[config.mk]
export PLATFORM = sky130hd
export DESIGN_NAME = dit_idle_trap
export DESIGN_NICKNAME = d
export VERILOG_FILES = /design/src/dit_pkg.sv /design/src/dit_idle_trap.sv
export SDC_FILE = /design/constraint.sdc
export NUM_CORES = 1
export LEC_CHECK = 0
export BUFFER_PORTS_ARGS = -buffer_cell sky130_fd_sc_hd__buf_2
export CORE_MARGIN = 4
export CORE_UTILIZATION = 30
export CTS_BUF_LIST = sky130_fd_sc_hd__clkbuf_8
export CTS_CLUSTER_SIZE = 20
export DETAILED_ROUTE_END_ITERATION = 12
export GPL_TIMING_DRIVEN = 0
export PLACE_DENSITY = 0.42
export REMOVE_ABC_BUFFERS = 1
export SETUP_SLACK_MARGIN = 0.05
export SYNTH_ARGS = -nofsm -noshare
export SYNTH_HDL_FRONTEND = slang
export SYNTH_SLANG_ARGS = --single-unit
export TNS_END_PERCENT = 1
[constraint.sdc]
create_clock -name sys_clk -period 3.5 [get_ports sys_clk]
set_input_delay 0 -clock sys_clk [delete_from_list [all_inputs] [get_ports sys_clk]]
set_output_delay 0 -clock sys_clk [all_outputs]
set_load 0.05 [all_outputs]
[src/dit_pkg.sv]
package dit_pkg;
   localparam int unsigned CLK_HZ      = 20_000_000;
   localparam int unsigned SEC_TICK_S  = 1;
   localparam int unsigned MS_TICK_US  = 1000;
   localparam int unsigned FAST_TICK_US = 32;
   localparam int unsigned SEC_CYCLES  = CLK_HZ * SEC_TICK_S;
   localparam int unsigned MS_CYCLES   = (CLK_HZ / 1_000_000) * MS_TICK_US;
   localparam int unsigned FAST_CYCLES = (CLK_HZ / 1_000_000) * FAST_TICK_US;
   // register indices; byte address is four times the index
   localparam logic [7:0] IDX_EN_TWO     = 8'h81;
   localparam logic [7:0] IDX_EN_THREE   = 8'h82;
   localparam logic [7:0] IDX_EN_FOUR    = 8'h83;
   localparam logic [7:0] IDX_IDLE_STS   = 8'h85;
   localparam logic [7:0] IDX_TRAP_STS   = 8'h86;
   localparam logic [7:0] IDX_GPT2_CTL   = 8'h8B;
   localparam logic [7:0] IDX_VGA_LOAD   = 8'h8E;
   localparam logic [7:0] IDX_CNT_TWO    = 8'hA2;
   localparam logic [7:0] IDX_CNT_THREE  = 8'hA4;
   localparam logic [7:0] IDX_CNT_VIDEO  = 8'hA6;
   localparam logic [7:0] IDX_BASE_TWO   = 8'hC4;
   localparam logic [7:0] IDX_BASE_THREE = 8'hC8;
   localparam logic [7:0] IDX_CTL_TWO    = 8'hCD;
   localparam logic [7:0] IDX_CTL_THREE  = 8'hCE;
   localparam logic [7:0] IDX_TOP_STS    = 8'hF0;
   localparam logic [7:0] IDX_UDEV_TRAP  = 8'hF4;
   localparam logic [7:0] REG_RESET      = 8'h00;
   // field positions
   localparam int EN_IDLE_LSB  = 5;
   localparam int EN_VGA_BIT   = 3;
   localparam int VGA_BASE_BIT = 6;
   localparam int CTL_MEM_BIT  = 7;
   localparam int CTL_WR_BIT   = 6;
   localparam int CTL_RD_BIT   = 5;
   localparam int TOP_IDLE_BIT = 0;
   localparam int TOP_VGA_BIT  = 6;
   localparam int TOP_TRAP_BIT = 9;
   localparam int SL_IDLE_LSB  = 5;
   localparam int SL_VTRAP_BIT = 7;
   localparam int SL_UTRAP_LSB = 3;
   // standard vga decode
   localparam logic [11:0] VGA_IO_MONO  = 12'h03B;
   localparam logic [11:0] VGA_IO_ATTR  = 12'h03C;
   localparam logic [11:0] VGA_IO_COLOR = 12'h03D;
   localparam logic [31:0] VGA_MEM_LO   = 32'h000A0000;
   localparam logic [31:0] VGA_MEM_HI   = 32'h000B7FFF;

   typedef struct packed {
      logic [31:0] addr;
      logic        mem;
      logic        write;
   } dit_access_t;

   typedef enum logic [1:0] {
      VGA_OFF  = 2'b00,
      VGA_RUN  = 2'b01,
      VGA_DONE = 2'b10
   } dit_vga_state_t;
endpackage

[src/dit_idle_trap.sv]
// Register access over Avalon-MM was left to the implementer.
`timescale 1ns/10ps
// Function
// - device two idle enable loads, expiry raises smi
// - address hit reloads running idle counter
// - trap enable raises smi per hit
// - 16-bit idle counters, one-second decrement
// - 32-bit base compared against bus address
// - io mode bits 6/5 gate writes/reads
// - io mode bits 4:0 mask address 4:0
// - memory mode masks a15:9, ignores a8:0
// - mask bit one ignores that address bit
// - device three mirrors device two, own registers
// - idle expiry sets top bit0, 85h bits
// - user trap sets top bit9, trap bits 3/4
// - video idle timer, video access reloads
// - video trap, second-level bit7 of 86h
// - video access from serial bit or vga ranges
// - vga enable starts 8-bit counter, smi at zero
// - 8Bh bit6 selects 1 ms or 32 us
// - vga reload only by disable then enable
// - vga expiry reports only top bit6
// - vga counter ignores global power enable
module dit_idle_trap #(
   parameter int unsigned SEC_CYCLES = dit_pkg::SEC_CYCLES,
   parameter int unsigned MS_CYCLES  = dit_pkg::MS_CYCLES
) (
   input  wire logic                sys_clk,
   input  wire logic                rst,
   input  wire logic [9:0]          avs_address,
   input  wire logic                avs_read,
   input  wire logic                avs_write,
   input  wire logic [3:0]          avs_byteenable,
   input  wire logic [31:0]         avs_writedata,
   output logic      [31:0]         avs_readdata,
   output logic                     avs_waitrequest,
   input  wire logic                acc_valid,
   input  wire dit_pkg::dit_access_t acc,
   input  wire logic                processor_serial_activity,
   output logic                     smi_active
);
   localparam int SW = $clog2(SEC_CYCLES);
   localparam int MW = $clog2(MS_CYCLES);
   localparam int FW = $clog2(dit_pkg::FAST_CYCLES);

   ////////////////////////////////////////////////////////////////////////
   function automatic logic [7:0] wb8(input logic [7:0] o,
                                      input logic [31:0] w,
                                      input logic [3:0] be);
      wb8 = be[0] ? w[7:0] : o;
   endfunction

   function automatic logic [15:0] wb16(input logic [15:0] o,
                                        input logic [31:0] w,
                                        input logic [3:0] be);
      wb16 = {be[1] ? w[15:8] : o[15:8], be[0] ? w[7:0] : o[7:0]};
   endfunction

   function automatic logic [31:0] wb32(input logic [31:0] o,
                                        input logic [31:0] w,
                                        input logic [3:0] be);
      logic [31:0] r;
      r = o;
      for (int b = 0; b < 4; b++)
         if (be[b])
            r[b*8 +: 8] = w[b*8 +: 8];
      wb32 = r;
   endfunction

   // address match for one user device
   function automatic logic dev_match(input logic [31:0] base,
                                      input logic [7:0] ctl,
                                      input dit_pkg::dit_access_t a);
      logic [31:0] diff;
      logic        ok;
      diff = a.addr ^ base;
      if (ctl[dit_pkg::CTL_MEM_BIT])
      begin
         ok = a.mem && diff[31:16] == 16'h0000 &&
              (diff[15:9] & ~ctl[6:0]) == 7'h00;
      end
      else
      begin
         ok = !a.mem && diff[31:5] == 27'h0 &&
              (diff[4:0] & ~ctl[4:0]) == 5'h00 &&
              (a.write ? ctl[dit_pkg::CTL_WR_BIT]
                       : ctl[dit_pkg::CTL_RD_BIT]);
      end
      dev_match = ok;
   endfunction

   ////////////////////////////////////////////////////////////////////////
   // bus slave: one wait cycle on every access
   logic        done_q;
   logic [31:0] rd_q;
   logic [31:0] rd_d;
   wire  [7:0]  idx     = avs_address[9:2];
   wire         req     = avs_read | avs_write;
   wire         wr_fire = avs_write & done_q;

   assign avs_waitrequest = req & ~done_q;
   assign avs_readdata    = rd_q;

   logic [7:0]  en2_q;
   logic [7:0]  en3_q;
   logic [7:0]  en4_q;
   logic [7:0]  gpt2_q;
   logic [7:0]  vload_q;
   logic [15:0] cnt_reg_q [3];
   logic [31:0] base_q [2];
   logic [7:0]  ctl_q [2];
   logic [9:0]  top_q;
   logic [7:0]  idle_sl_q;
   logic [7:0]  trap_sl_q;
   logic [7:0]  utrap_q;

   always_ff @(posedge sys_clk)
   begin
      if (rst)
      begin
         done_q <= 1'b0;
         rd_q   <= 32'h00000000;
      end
      else
      begin
         done_q <= req & ~done_q;
         if (avs_read & ~done_q)
            rd_q <= rd_d;
      end
   end

   always_comb
   begin
      rd_d = 32'h00000000;
      case (idx)
         dit_pkg::IDX_EN_TWO:     rd_d[7:0]  = en2_q;
         dit_pkg::IDX_EN_THREE:   rd_d[7:0]  = en3_q;
         dit_pkg::IDX_EN_FOUR:    rd_d[7:0]  = en4_q;
         dit_pkg::IDX_IDLE_STS:   rd_d[7:0]  = idle_sl_q;
         dit_pkg::IDX_TRAP_STS:   rd_d[7:0]  = trap_sl_q;
         dit_pkg::IDX_GPT2_CTL:   rd_d[7:0]  = gpt2_q;
         dit_pkg::IDX_VGA_LOAD:   rd_d[7:0]  = vload_q;
         dit_pkg::IDX_CNT_TWO:    rd_d[15:0] = cnt_reg_q[0];
         dit_pkg::IDX_CNT_THREE:  rd_d[15:0] = cnt_reg_q[1];
         dit_pkg::IDX_CNT_VIDEO:  rd_d[15:0] = cnt_reg_q[2];
         dit_pkg::IDX_BASE_TWO:   rd_d       = base_q[0];
         dit_pkg::IDX_BASE_THREE: rd_d       = base_q[1];
         dit_pkg::IDX_CTL_TWO:    rd_d[7:0]  = ctl_q[0];
         dit_pkg::IDX_CTL_THREE:  rd_d[7:0]  = ctl_q[1];
         dit_pkg::IDX_TOP_STS:    rd_d[9:0]  = top_q;
         dit_pkg::IDX_UDEV_TRAP:  rd_d[7:0]  = utrap_q;
         default:                 rd_d       = 32'h00000000;
      endcase
   end

   ////////////////////////////////////////////////////////////////////////
   // configuration registers; count and load register writes never reload a timer by themselves
   always_ff @(posedge sys_clk)
   begin
      if (rst)
      begin
         en2_q   <= dit_pkg::REG_RESET;
         en3_q   <= dit_pkg::REG_RESET;
         en4_q   <= dit_pkg::REG_RESET;
         gpt2_q  <= dit_pkg::REG_RESET;
         vload_q <= dit_pkg::REG_RESET;
         for (int i = 0; i < 3; i++)
            cnt_reg_q[i] <= 16'h0000;
         for (int i = 0; i < 2; i++)
         begin
            base_q[i] <= 32'h00000000;
            ctl_q[i]  <= dit_pkg::REG_RESET;
         end
      end
      else if (wr_fire)
      begin
         case (idx)
            dit_pkg::IDX_EN_TWO:
               en2_q <= wb8(en2_q, avs_writedata, avs_byteenable);
            dit_pkg::IDX_EN_THREE:
               en3_q <= wb8(en3_q, avs_writedata, avs_byteenable);
            dit_pkg::IDX_EN_FOUR:
               en4_q <= wb8(en4_q, avs_writedata, avs_byteenable);
            dit_pkg::IDX_GPT2_CTL:
               gpt2_q <= wb8(gpt2_q, avs_writedata, avs_byteenable);
            dit_pkg::IDX_VGA_LOAD:
               vload_q <= wb8(vload_q, avs_writedata, avs_byteenable);
            dit_pkg::IDX_CNT_TWO:
               cnt_reg_q[0] <= wb16(cnt_reg_q[0], avs_writedata,
                                    avs_byteenable);
            dit_pkg::IDX_CNT_THREE:
               cnt_reg_q[1] <= wb16(cnt_reg_q[1], avs_writedata,
                                    avs_byteenable);
            dit_pkg::IDX_CNT_VIDEO:
               cnt_reg_q[2] <= wb16(cnt_reg_q[2], avs_writedata,
                                    avs_byteenable);
            dit_pkg::IDX_BASE_TWO:
               base_q[0] <= wb32(base_q[0], avs_writedata, avs_byteenable);
            dit_pkg::IDX_BASE_THREE:
               base_q[1] <= wb32(base_q[1], avs_writedata, avs_byteenable);
            dit_pkg::IDX_CTL_TWO:
               ctl_q[0] <= wb8(ctl_q[0], avs_writedata, avs_byteenable);
            dit_pkg::IDX_CTL_THREE:
               ctl_q[1] <= wb8(ctl_q[1], avs_writedata, avs_byteenable);
            default:
               en2_q <= en2_q;
         endcase
      end
   end

   ////////////////////////////////////////////////////////////////////////
   // timebases; free running so a tick may come early after a load
   logic [SW-1:0] sec_q;
   logic [MW-1:0] ms_q;
   logic [FW-1:0] fast_q;
   wire sec_tick  = sec_q == SW'(SEC_CYCLES - 1);
   wire ms_tick   = ms_q == MW'(MS_CYCLES - 1);
   wire fast_tick = fast_q == FW'(dit_pkg::FAST_CYCLES - 1);

   always_ff @(posedge sys_clk)
   begin
      if (rst)
      begin
         sec_q  <= '0;
         ms_q   <= '0;
         fast_q <= '0;
      end
      else
      begin
         sec_q  <= sec_tick ? '0 : sec_q + 1'b1;
         ms_q   <= ms_tick ? '0 : ms_q + 1'b1;
         fast_q <= fast_tick ? '0 : fast_q + 1'b1;
      end
   end

   ////////////////////////////////////////////////////////////////////////
   // activity decode; the serial pin is synchronised first
   logic [2:0] ser_q;
   always_ff @(posedge sys_clk)
   begin
      if (rst)
         ser_q <= 3'h0;
      else
         ser_q <= {ser_q[1:0], processor_serial_activity};
   end

   wire [11:0] io_grp = acc.addr[15:4];
   wire vga_io  = !acc.mem && (io_grp == dit_pkg::VGA_IO_MONO ||
                  io_grp == dit_pkg::VGA_IO_ATTR ||
                  io_grp == dit_pkg::VGA_IO_COLOR);
   wire vga_mem = acc.mem && acc.addr >= dit_pkg::VGA_MEM_LO &&
                  acc.addr <= dit_pkg::VGA_MEM_HI;
   wire video_hit = (ser_q[1] & ~ser_q[2]) |
                    (acc_valid & (vga_io | vga_mem));
   wire [2:0] act = {video_hit,
                     acc_valid & dev_match(base_q[1], ctl_q[1], acc),
                     acc_valid & dev_match(base_q[0], ctl_q[0], acc)};
   wire [2:0] idle_en  = en2_q[dit_pkg::EN_IDLE_LSB +: 3];
   wire [2:0] trap_hit = act & en3_q[dit_pkg::EN_IDLE_LSB +: 3];

   ////////////////////////////////////////////////////////////////////////
   // idle timers: 0 device two, 1 device three, 2 video
   logic [15:0] icnt_q [3];
   logic [15:0] icnt_d [3];
   logic [2:0]  irun_q;
   logic [2:0]  irun_d;
   logic [2:0]  ien_prev_q;
   logic [2:0]  idle_exp;
   wire  [2:0]  irise = idle_en & ~ien_prev_q;

   always_comb
   begin
      for (int i = 0; i < 3; i++)
      begin
         icnt_d[i]   = icnt_q[i];
         irun_d[i]   = irun_q[i];
         idle_exp[i] = 1'b0;
         if (!idle_en[i])
         begin
            icnt_d[i] = 16'h0000;
            irun_d[i] = 1'b0;
         end
         else if (act[i] | irise[i])
         begin
            icnt_d[i] = cnt_reg_q[i];
            irun_d[i] = 1'b1;
         end
         else if (irun_q[i] & sec_tick)
         begin
            if (icnt_q[i] <= 16'h0001)
            begin
               icnt_d[i]   = 16'h0000;
               irun_d[i]   = 1'b0;
               idle_exp[i] = 1'b1;
            end
            else
               icnt_d[i] = icnt_q[i] - 16'h0001;
         end
      end
   end

   always_ff @(posedge sys_clk)
   begin
      if (rst)
      begin
         irun_q     <= 3'h0;
         ien_prev_q <= 3'h0;
         for (int i = 0; i < 3; i++)
            icnt_q[i] <= 16'h0000;
      end
      else
      begin
         irun_q     <= irun_d;
         ien_prev_q <= idle_en;
         icnt_q     <= icnt_d;
      end
   end

   ////////////////////////////////////////////////////////////////////////
   // vga timer; no global power enable input reaches it
   dit_pkg::dit_vga_state_t vst_q;
   dit_pkg::dit_vga_state_t vst_d;
   logic [7:0] vcnt_q;
   logic [7:0] vcnt_d;
   logic       ven_prev_q;
   logic       vga_exp;
   wire vga_en   = en4_q[dit_pkg::EN_VGA_BIT];
   wire vga_rise = vga_en & ~ven_prev_q;
   wire vga_tick = gpt2_q[dit_pkg::VGA_BASE_BIT] ? fast_tick
                                                 : ms_tick;

   always_comb
   begin
      vst_d   = vst_q;
      vcnt_d  = vcnt_q;
      vga_exp = 1'b0;
      case (vst_q)
         dit_pkg::VGA_OFF:
            if (vga_rise)
            begin
               vcnt_d = vload_q;
               vst_d  = dit_pkg::VGA_RUN;
            end
         dit_pkg::VGA_RUN:
            if (!vga_en)
               vst_d = dit_pkg::VGA_OFF;
            else if (vga_tick)
            begin
               if (vcnt_q <= 8'h01)
               begin
                  vcnt_d  = 8'h00;
                  vst_d   = dit_pkg::VGA_DONE;
                  vga_exp = 1'b1;
               end
               else
                  vcnt_d = vcnt_q - 8'h01;
            end
         dit_pkg::VGA_DONE:
            if (!vga_en)
               vst_d = dit_pkg::VGA_OFF;
         default:
            vst_d = dit_pkg::VGA_OFF;
      endcase
   end

   always_ff @(posedge sys_clk)
   begin
      if (rst)
      begin
         vst_q      <= dit_pkg::VGA_OFF;
         vcnt_q     <= 8'h00;
         ven_prev_q <= 1'b0;
      end
      else
      begin
         vst_q      <= vst_d;
         vcnt_q     <= vcnt_d;
         ven_prev_q <= vga_en;
      end
   end

   ////////////////////////////////////////////////////////////////////////
   // sticky status, write one to clear; a same-cycle set wins
   // all inputs are arguments, so the wires that call it follow the bus
   function automatic logic [9:0] clr_mask(input logic [7:0] sel,
                                           input logic [7:0] at,
                                           input logic       fire,
                                           input logic [9:0] bits);
      clr_mask = (fire && at == sel) ? bits : 10'h000;
   endfunction
   wire  [9:0] wr_bits = {avs_byteenable[1] ? avs_writedata[9:8] : 2'b00,
                          avs_byteenable[0] ? avs_writedata[7:0] : 8'h00};

   logic [9:0] top_set;
   logic [7:0] idle_set;
   logic [7:0] trap_set;
   logic [7:0] utrap_set;
   wire  [9:0] clr_top   = clr_mask(dit_pkg::IDX_TOP_STS, idx, wr_fire,
                                    wr_bits);
   wire  [9:0] clr_idle  = clr_mask(dit_pkg::IDX_IDLE_STS, idx, wr_fire,
                                    wr_bits);
   wire  [9:0] clr_trap  = clr_mask(dit_pkg::IDX_TRAP_STS, idx, wr_fire,
                                    wr_bits);
   wire  [9:0] clr_utrap = clr_mask(dit_pkg::IDX_UDEV_TRAP, idx, wr_fire,
                                    wr_bits);
   wire  [9:0] top_d = (top_q & ~clr_top) | top_set;

   always_comb
   begin
      top_set   = 10'h000;
      idle_set  = 8'h00;
      trap_set  = 8'h00;
      utrap_set = 8'h00;
      top_set[dit_pkg::TOP_IDLE_BIT] = |idle_exp | trap_hit[2];
      top_set[dit_pkg::TOP_TRAP_BIT] = |trap_hit[1:0];
      top_set[dit_pkg::TOP_VGA_BIT]  = vga_exp;
      idle_set[dit_pkg::SL_IDLE_LSB +: 3]  = idle_exp;
      trap_set[dit_pkg::SL_VTRAP_BIT]      = trap_hit[2];
      utrap_set[dit_pkg::SL_UTRAP_LSB +: 2] = trap_hit[1:0];
   end

   always_ff @(posedge sys_clk)
   begin
      if (rst)
      begin
         top_q      <= 10'h000;
         idle_sl_q  <= 8'h00;
         trap_sl_q  <= 8'h00;
         utrap_q    <= 8'h00;
         smi_active <= 1'b0;
      end
      else
      begin
         top_q      <= top_d;
         idle_sl_q  <= (idle_sl_q & ~clr_idle[7:0]) | idle_set;
         trap_sl_q  <= (trap_sl_q & ~clr_trap[7:0]) | trap_set;
         utrap_q    <= (utrap_q & ~clr_utrap[7:0]) | utrap_set;
         smi_active <= |top_d;
      end
   end
endmodule

==> flow_metrics.tcl <==
set metrics [dict create \
    status "complete, but fails checks" \
    violations "max-capacitance violations" \
    finalHoldViolCount 0 \
    dp_hpwl_mm 41.9 \
    clk_latency_ns 0.65 \
    slowest_stage "and2_2" \
    fin_crit_ns 3.25 \
    slowest_delay_ns 0.65 \
    setup_violations 0 \
    die_h_um 245 \
    synthCells 1764 \
    drt_wl_total_mm 58.7 \
    dieArea_sq_um 60000 \
    ys_warn_count 0 \
    nNetsFinal 2007 \
    hp-class "in -> reg" \
    coreArea_sq_um 55400 \
    slew_violations 0 \
    criticalPathCategory "reg -> reg" \
    crit_arrival_ns 3.66 \
    cts.sinks 354 \
    ff_latch_area_sq_um 8370 \
    clk_path_buf_depth 3 \
    synth-edff-count 128 \
    crit_required_ns 3.91 \
    path_clk_slew_ns 0.06 \
    cap_viol_max_count 1 \
    grt_pass1_wl_mm 87.9 \
    grt_max_degree 112 \
    antenna_left 0 \
    crit_fanout 22 \
    cts_tree "yes" \
    die_width_um 245 \
    grt_pass1_vias 14122 \
    startpoint_type "flop" \
    dr.pass1.iters 6 \
    fin_worst_skew_ns 0.0401 \
    rsz0062_at_grt "no" \
    drc 0 \
    antenna_found_initial 2 \
    cts_root_buffer "clkbuf_8" \
    leakagePower_uw 0.00719 \
    fin_area_sq_um 20000 \
    place_ws_ns -0.150 \
    timing.fmax_mhz 308 \
    ys.flop_type "dfxtp_1" \
    viasPerCell 5.26 \
    synth.avg_cell_area_sq_um 9.56 \
    area_growth_pct 18.4 \
    cts_htree_levels 3 \
    start_util_pct 30.4 \
    routabilityCongestion 0.836 \
    rows 86 \
    p_per_area_nw_per_um2 448 \
    worst_slack_ns 0.252 \
    synthesis.area_sq_um 16900 \
    ys_seq_elements 354 \
    maxSlewHeadroom_pct 0.882 \
    portBuffers 117 \
    fillers 5781 \
    io_pins 120 \
    path_cells "and2_2, nand2_1, o21ai_0, nand3_1, nor3_1, a41oi_1" \
    drive_gt1_share_pct 14.8 \
    ir_drop_mv 0.247 \
    tightest_slew_ns 1.47 \
    period_share_pct 92.8 \
    drtIter0Drc 1036 \
    ys_types 84 \
    overflow 0 \
    cp-end-kind "flop" \
    ys_seq_area_share_pct 49.6 \
    async_reset_ff_share_pct 0 \
    detail_route.wl_per_cell_um 21.6 \
    vias 14265 \
    placed_area_sq_um 18200 \
    multiInputGateArea_sq_um 8060 \
    cts_buffers 69 \
    grt.total_usage_pct 19.1 \
]
==> critical path, delay by kind of cell, from the launching register on <==
family | cells | cell delay, ns
flip-flops | 1 | 0.42
AND/OR/NAND/NOR | 4 | 1.62
AO/OA/AOI/OAI | 2 | 0.95
==> metrics by stage <==
stage	power (uW)	setup TNS, ns	instances	utilization (%)	hold slack (ns)
after floorplan	4740	0	1671	-	0.0691
after global placement	5040	-102.87	2536	32.5	0.241
after detailed placement	5050	-5.15	2544	32.9	0.250
after CTS	9110	0	2713	36.0	0.0325
after global routing	9350	0	2714	36.0	0.0862
final	8950	0	2714	36.0	0.0853
==> Yosys cell counts (all sizes together), types with 6 or more instances <==
| library cell | instances | area (sq um) |
|---|---|---|
| or4 | 7 | 56.3 |
| nor3 | 76 | 410 |
| a221oi | 24 | 210 |
| a211oi | 29 | 223 |
| nor2 | 224 | 843 |
| and4 | 8 | 70.1 |
| a222oi | 14 | 140 |
| nand2b | 18 | 113 |
| edfxtp | 128 | 3840 |
| o31ai | 6 | 45.0 |
| o22ai | 12 | 75.1 |
| clkbuf | 71 | 268 |
| nor4b | 12 | 126 |
| a311oi | 11 | 96.3 |
| xnor2 | 62 | 543 |
| nor3b | 27 | 218 |
| nor2b | 23 | 144 |
| o21ai | 78 | 390 |
| and2 | 66 | 414 |
| ha | 11 | 138 |
| nor4 | 31 | 249 |
| a31o | 20 | 175 |
| a21oi | 86 | 430 |
| nand3b | 6 | 48.8 |
| or3 | 16 | 101 |
| dfxtp | 226 | 4520 |
| nand4 | 31 | 200 |
| a22oi | 36 | 270 |
| and3 | 13 | 81.3 |
| nand2 | 135 | 512 |
| xor2 | 43 | 377 |
| o211ai | 11 | 82.6 |
| inv | 31 | 116 |
| mux2 | 8 | 90.1 |
| buf | 22 | 106 |
| nand3 | 46 | 240 |
| a31oi | 6 | 37.5 |
| a22o | 6 | 52.6 |
| mux2i | 36 | 360 |
==> path summary, 6_finish.rpt <==
path	from	cells after the start	slack [ns]	to
setup / recovery	done_q	6	0.25	smi_active
hold / removal	avs_address[3]	5	0.09	en4_q[2]
setup reg to reg	done_q	6	0.25	smi_active
hold reg to reg	ser_q[0]	1	0.44	ser_q[1]
==> registers in the layout (all words and copies together), names as in the netlist, 10 cells and up <==
name / flops
avs_readdata: 32
base_q: 64
cnt_reg_q: 48
ctl_q: 16
fast_q: 10
icnt_q: 48
ms_q: 15
sec_q: 25
top_q: 10
==> cell type report <==
type / instances / area share [%]
inverter: 31 / 0.583
sequential: 354 / 41.9
multi-input combinational: 1286 / 40.4
timing repair buffer: 168 / 5.90
antenna: 1 / 0.0125
clock buffer: 79 / 5.45
tap: 748 / 4.69
clock inverter: 47 / 1.10
==> metal layers <==
layer,global-route usage (%),part of all wire [%]
met1,27.0,47
met2,29.7,45
met3,3.62,5.7
met4,5.92,2.8
met5,0,0
==> report_power, final <==
group          internal [uW]  total [uW]  switching, uW  leakage (uW)
Clock                   2070        3950           1870      0.000792
Sequential              4340        4420           82.7       0.00315
Combinational            196         581            385       0.00325
Total                   6610        8950           2340       0.00719
==> layout by cell type, fill, tap and decap left out, types with 9 or more instances in the layout <==
master,n
a21oi_1,85
a221oi_1,24
ha_1,11
a22oi_1,36
a31o_2,20
nor2b_1,22
a211oi_1,28
and2_1,64
nand2b_1,17
o22ai_1,12
nor3_1,69
nand4_1,30
and3_1,11
o21ai_0,77
dfxtp_1,226
nor3b_1,24
inv_1,66
nor2_1,220
buf_2,116
nor4_1,25
mux2i_1,36
o211ai_1,11
xnor2_1,62
xor2_1,43
nand3_1,44
or3_1,15
nor4b_1,9
edfxtp_1,128
dlygate4sd3_1,43
nand2_1,133
clkbuf_8,79
a311oi_1,11
a222oi_1,14
==> kinds of logic (layout without fill, tap and decap cells) <==
logic type / Yosys count / after routing / share of synthesized area, %
flip-flops: 354 / 354 / 49.6
buffers and inverters: 124 / 325 / 2.91
XOR/XNOR: 105 / 105 / 5.46
multiplexers: 44 / 44 / 2.67
adder cells (fa/ha/maj): 11 / 11 / 0.816
AO/OA/AOI/OAI: 375 / 375 / 15.2
other: 0 / 1 / 0
AND/OR/NAND/NOR: 751 / 751 / 23.3
==> what timing repair did <==
action	4_1_cts	5_1_grt
hold buffers	43	0
setup endpoints to repair	9	0
buffers inserted	0	0
hold endpoints to repair	287	0
resized for setup	1	0
(Power assumes the default switching activity.)
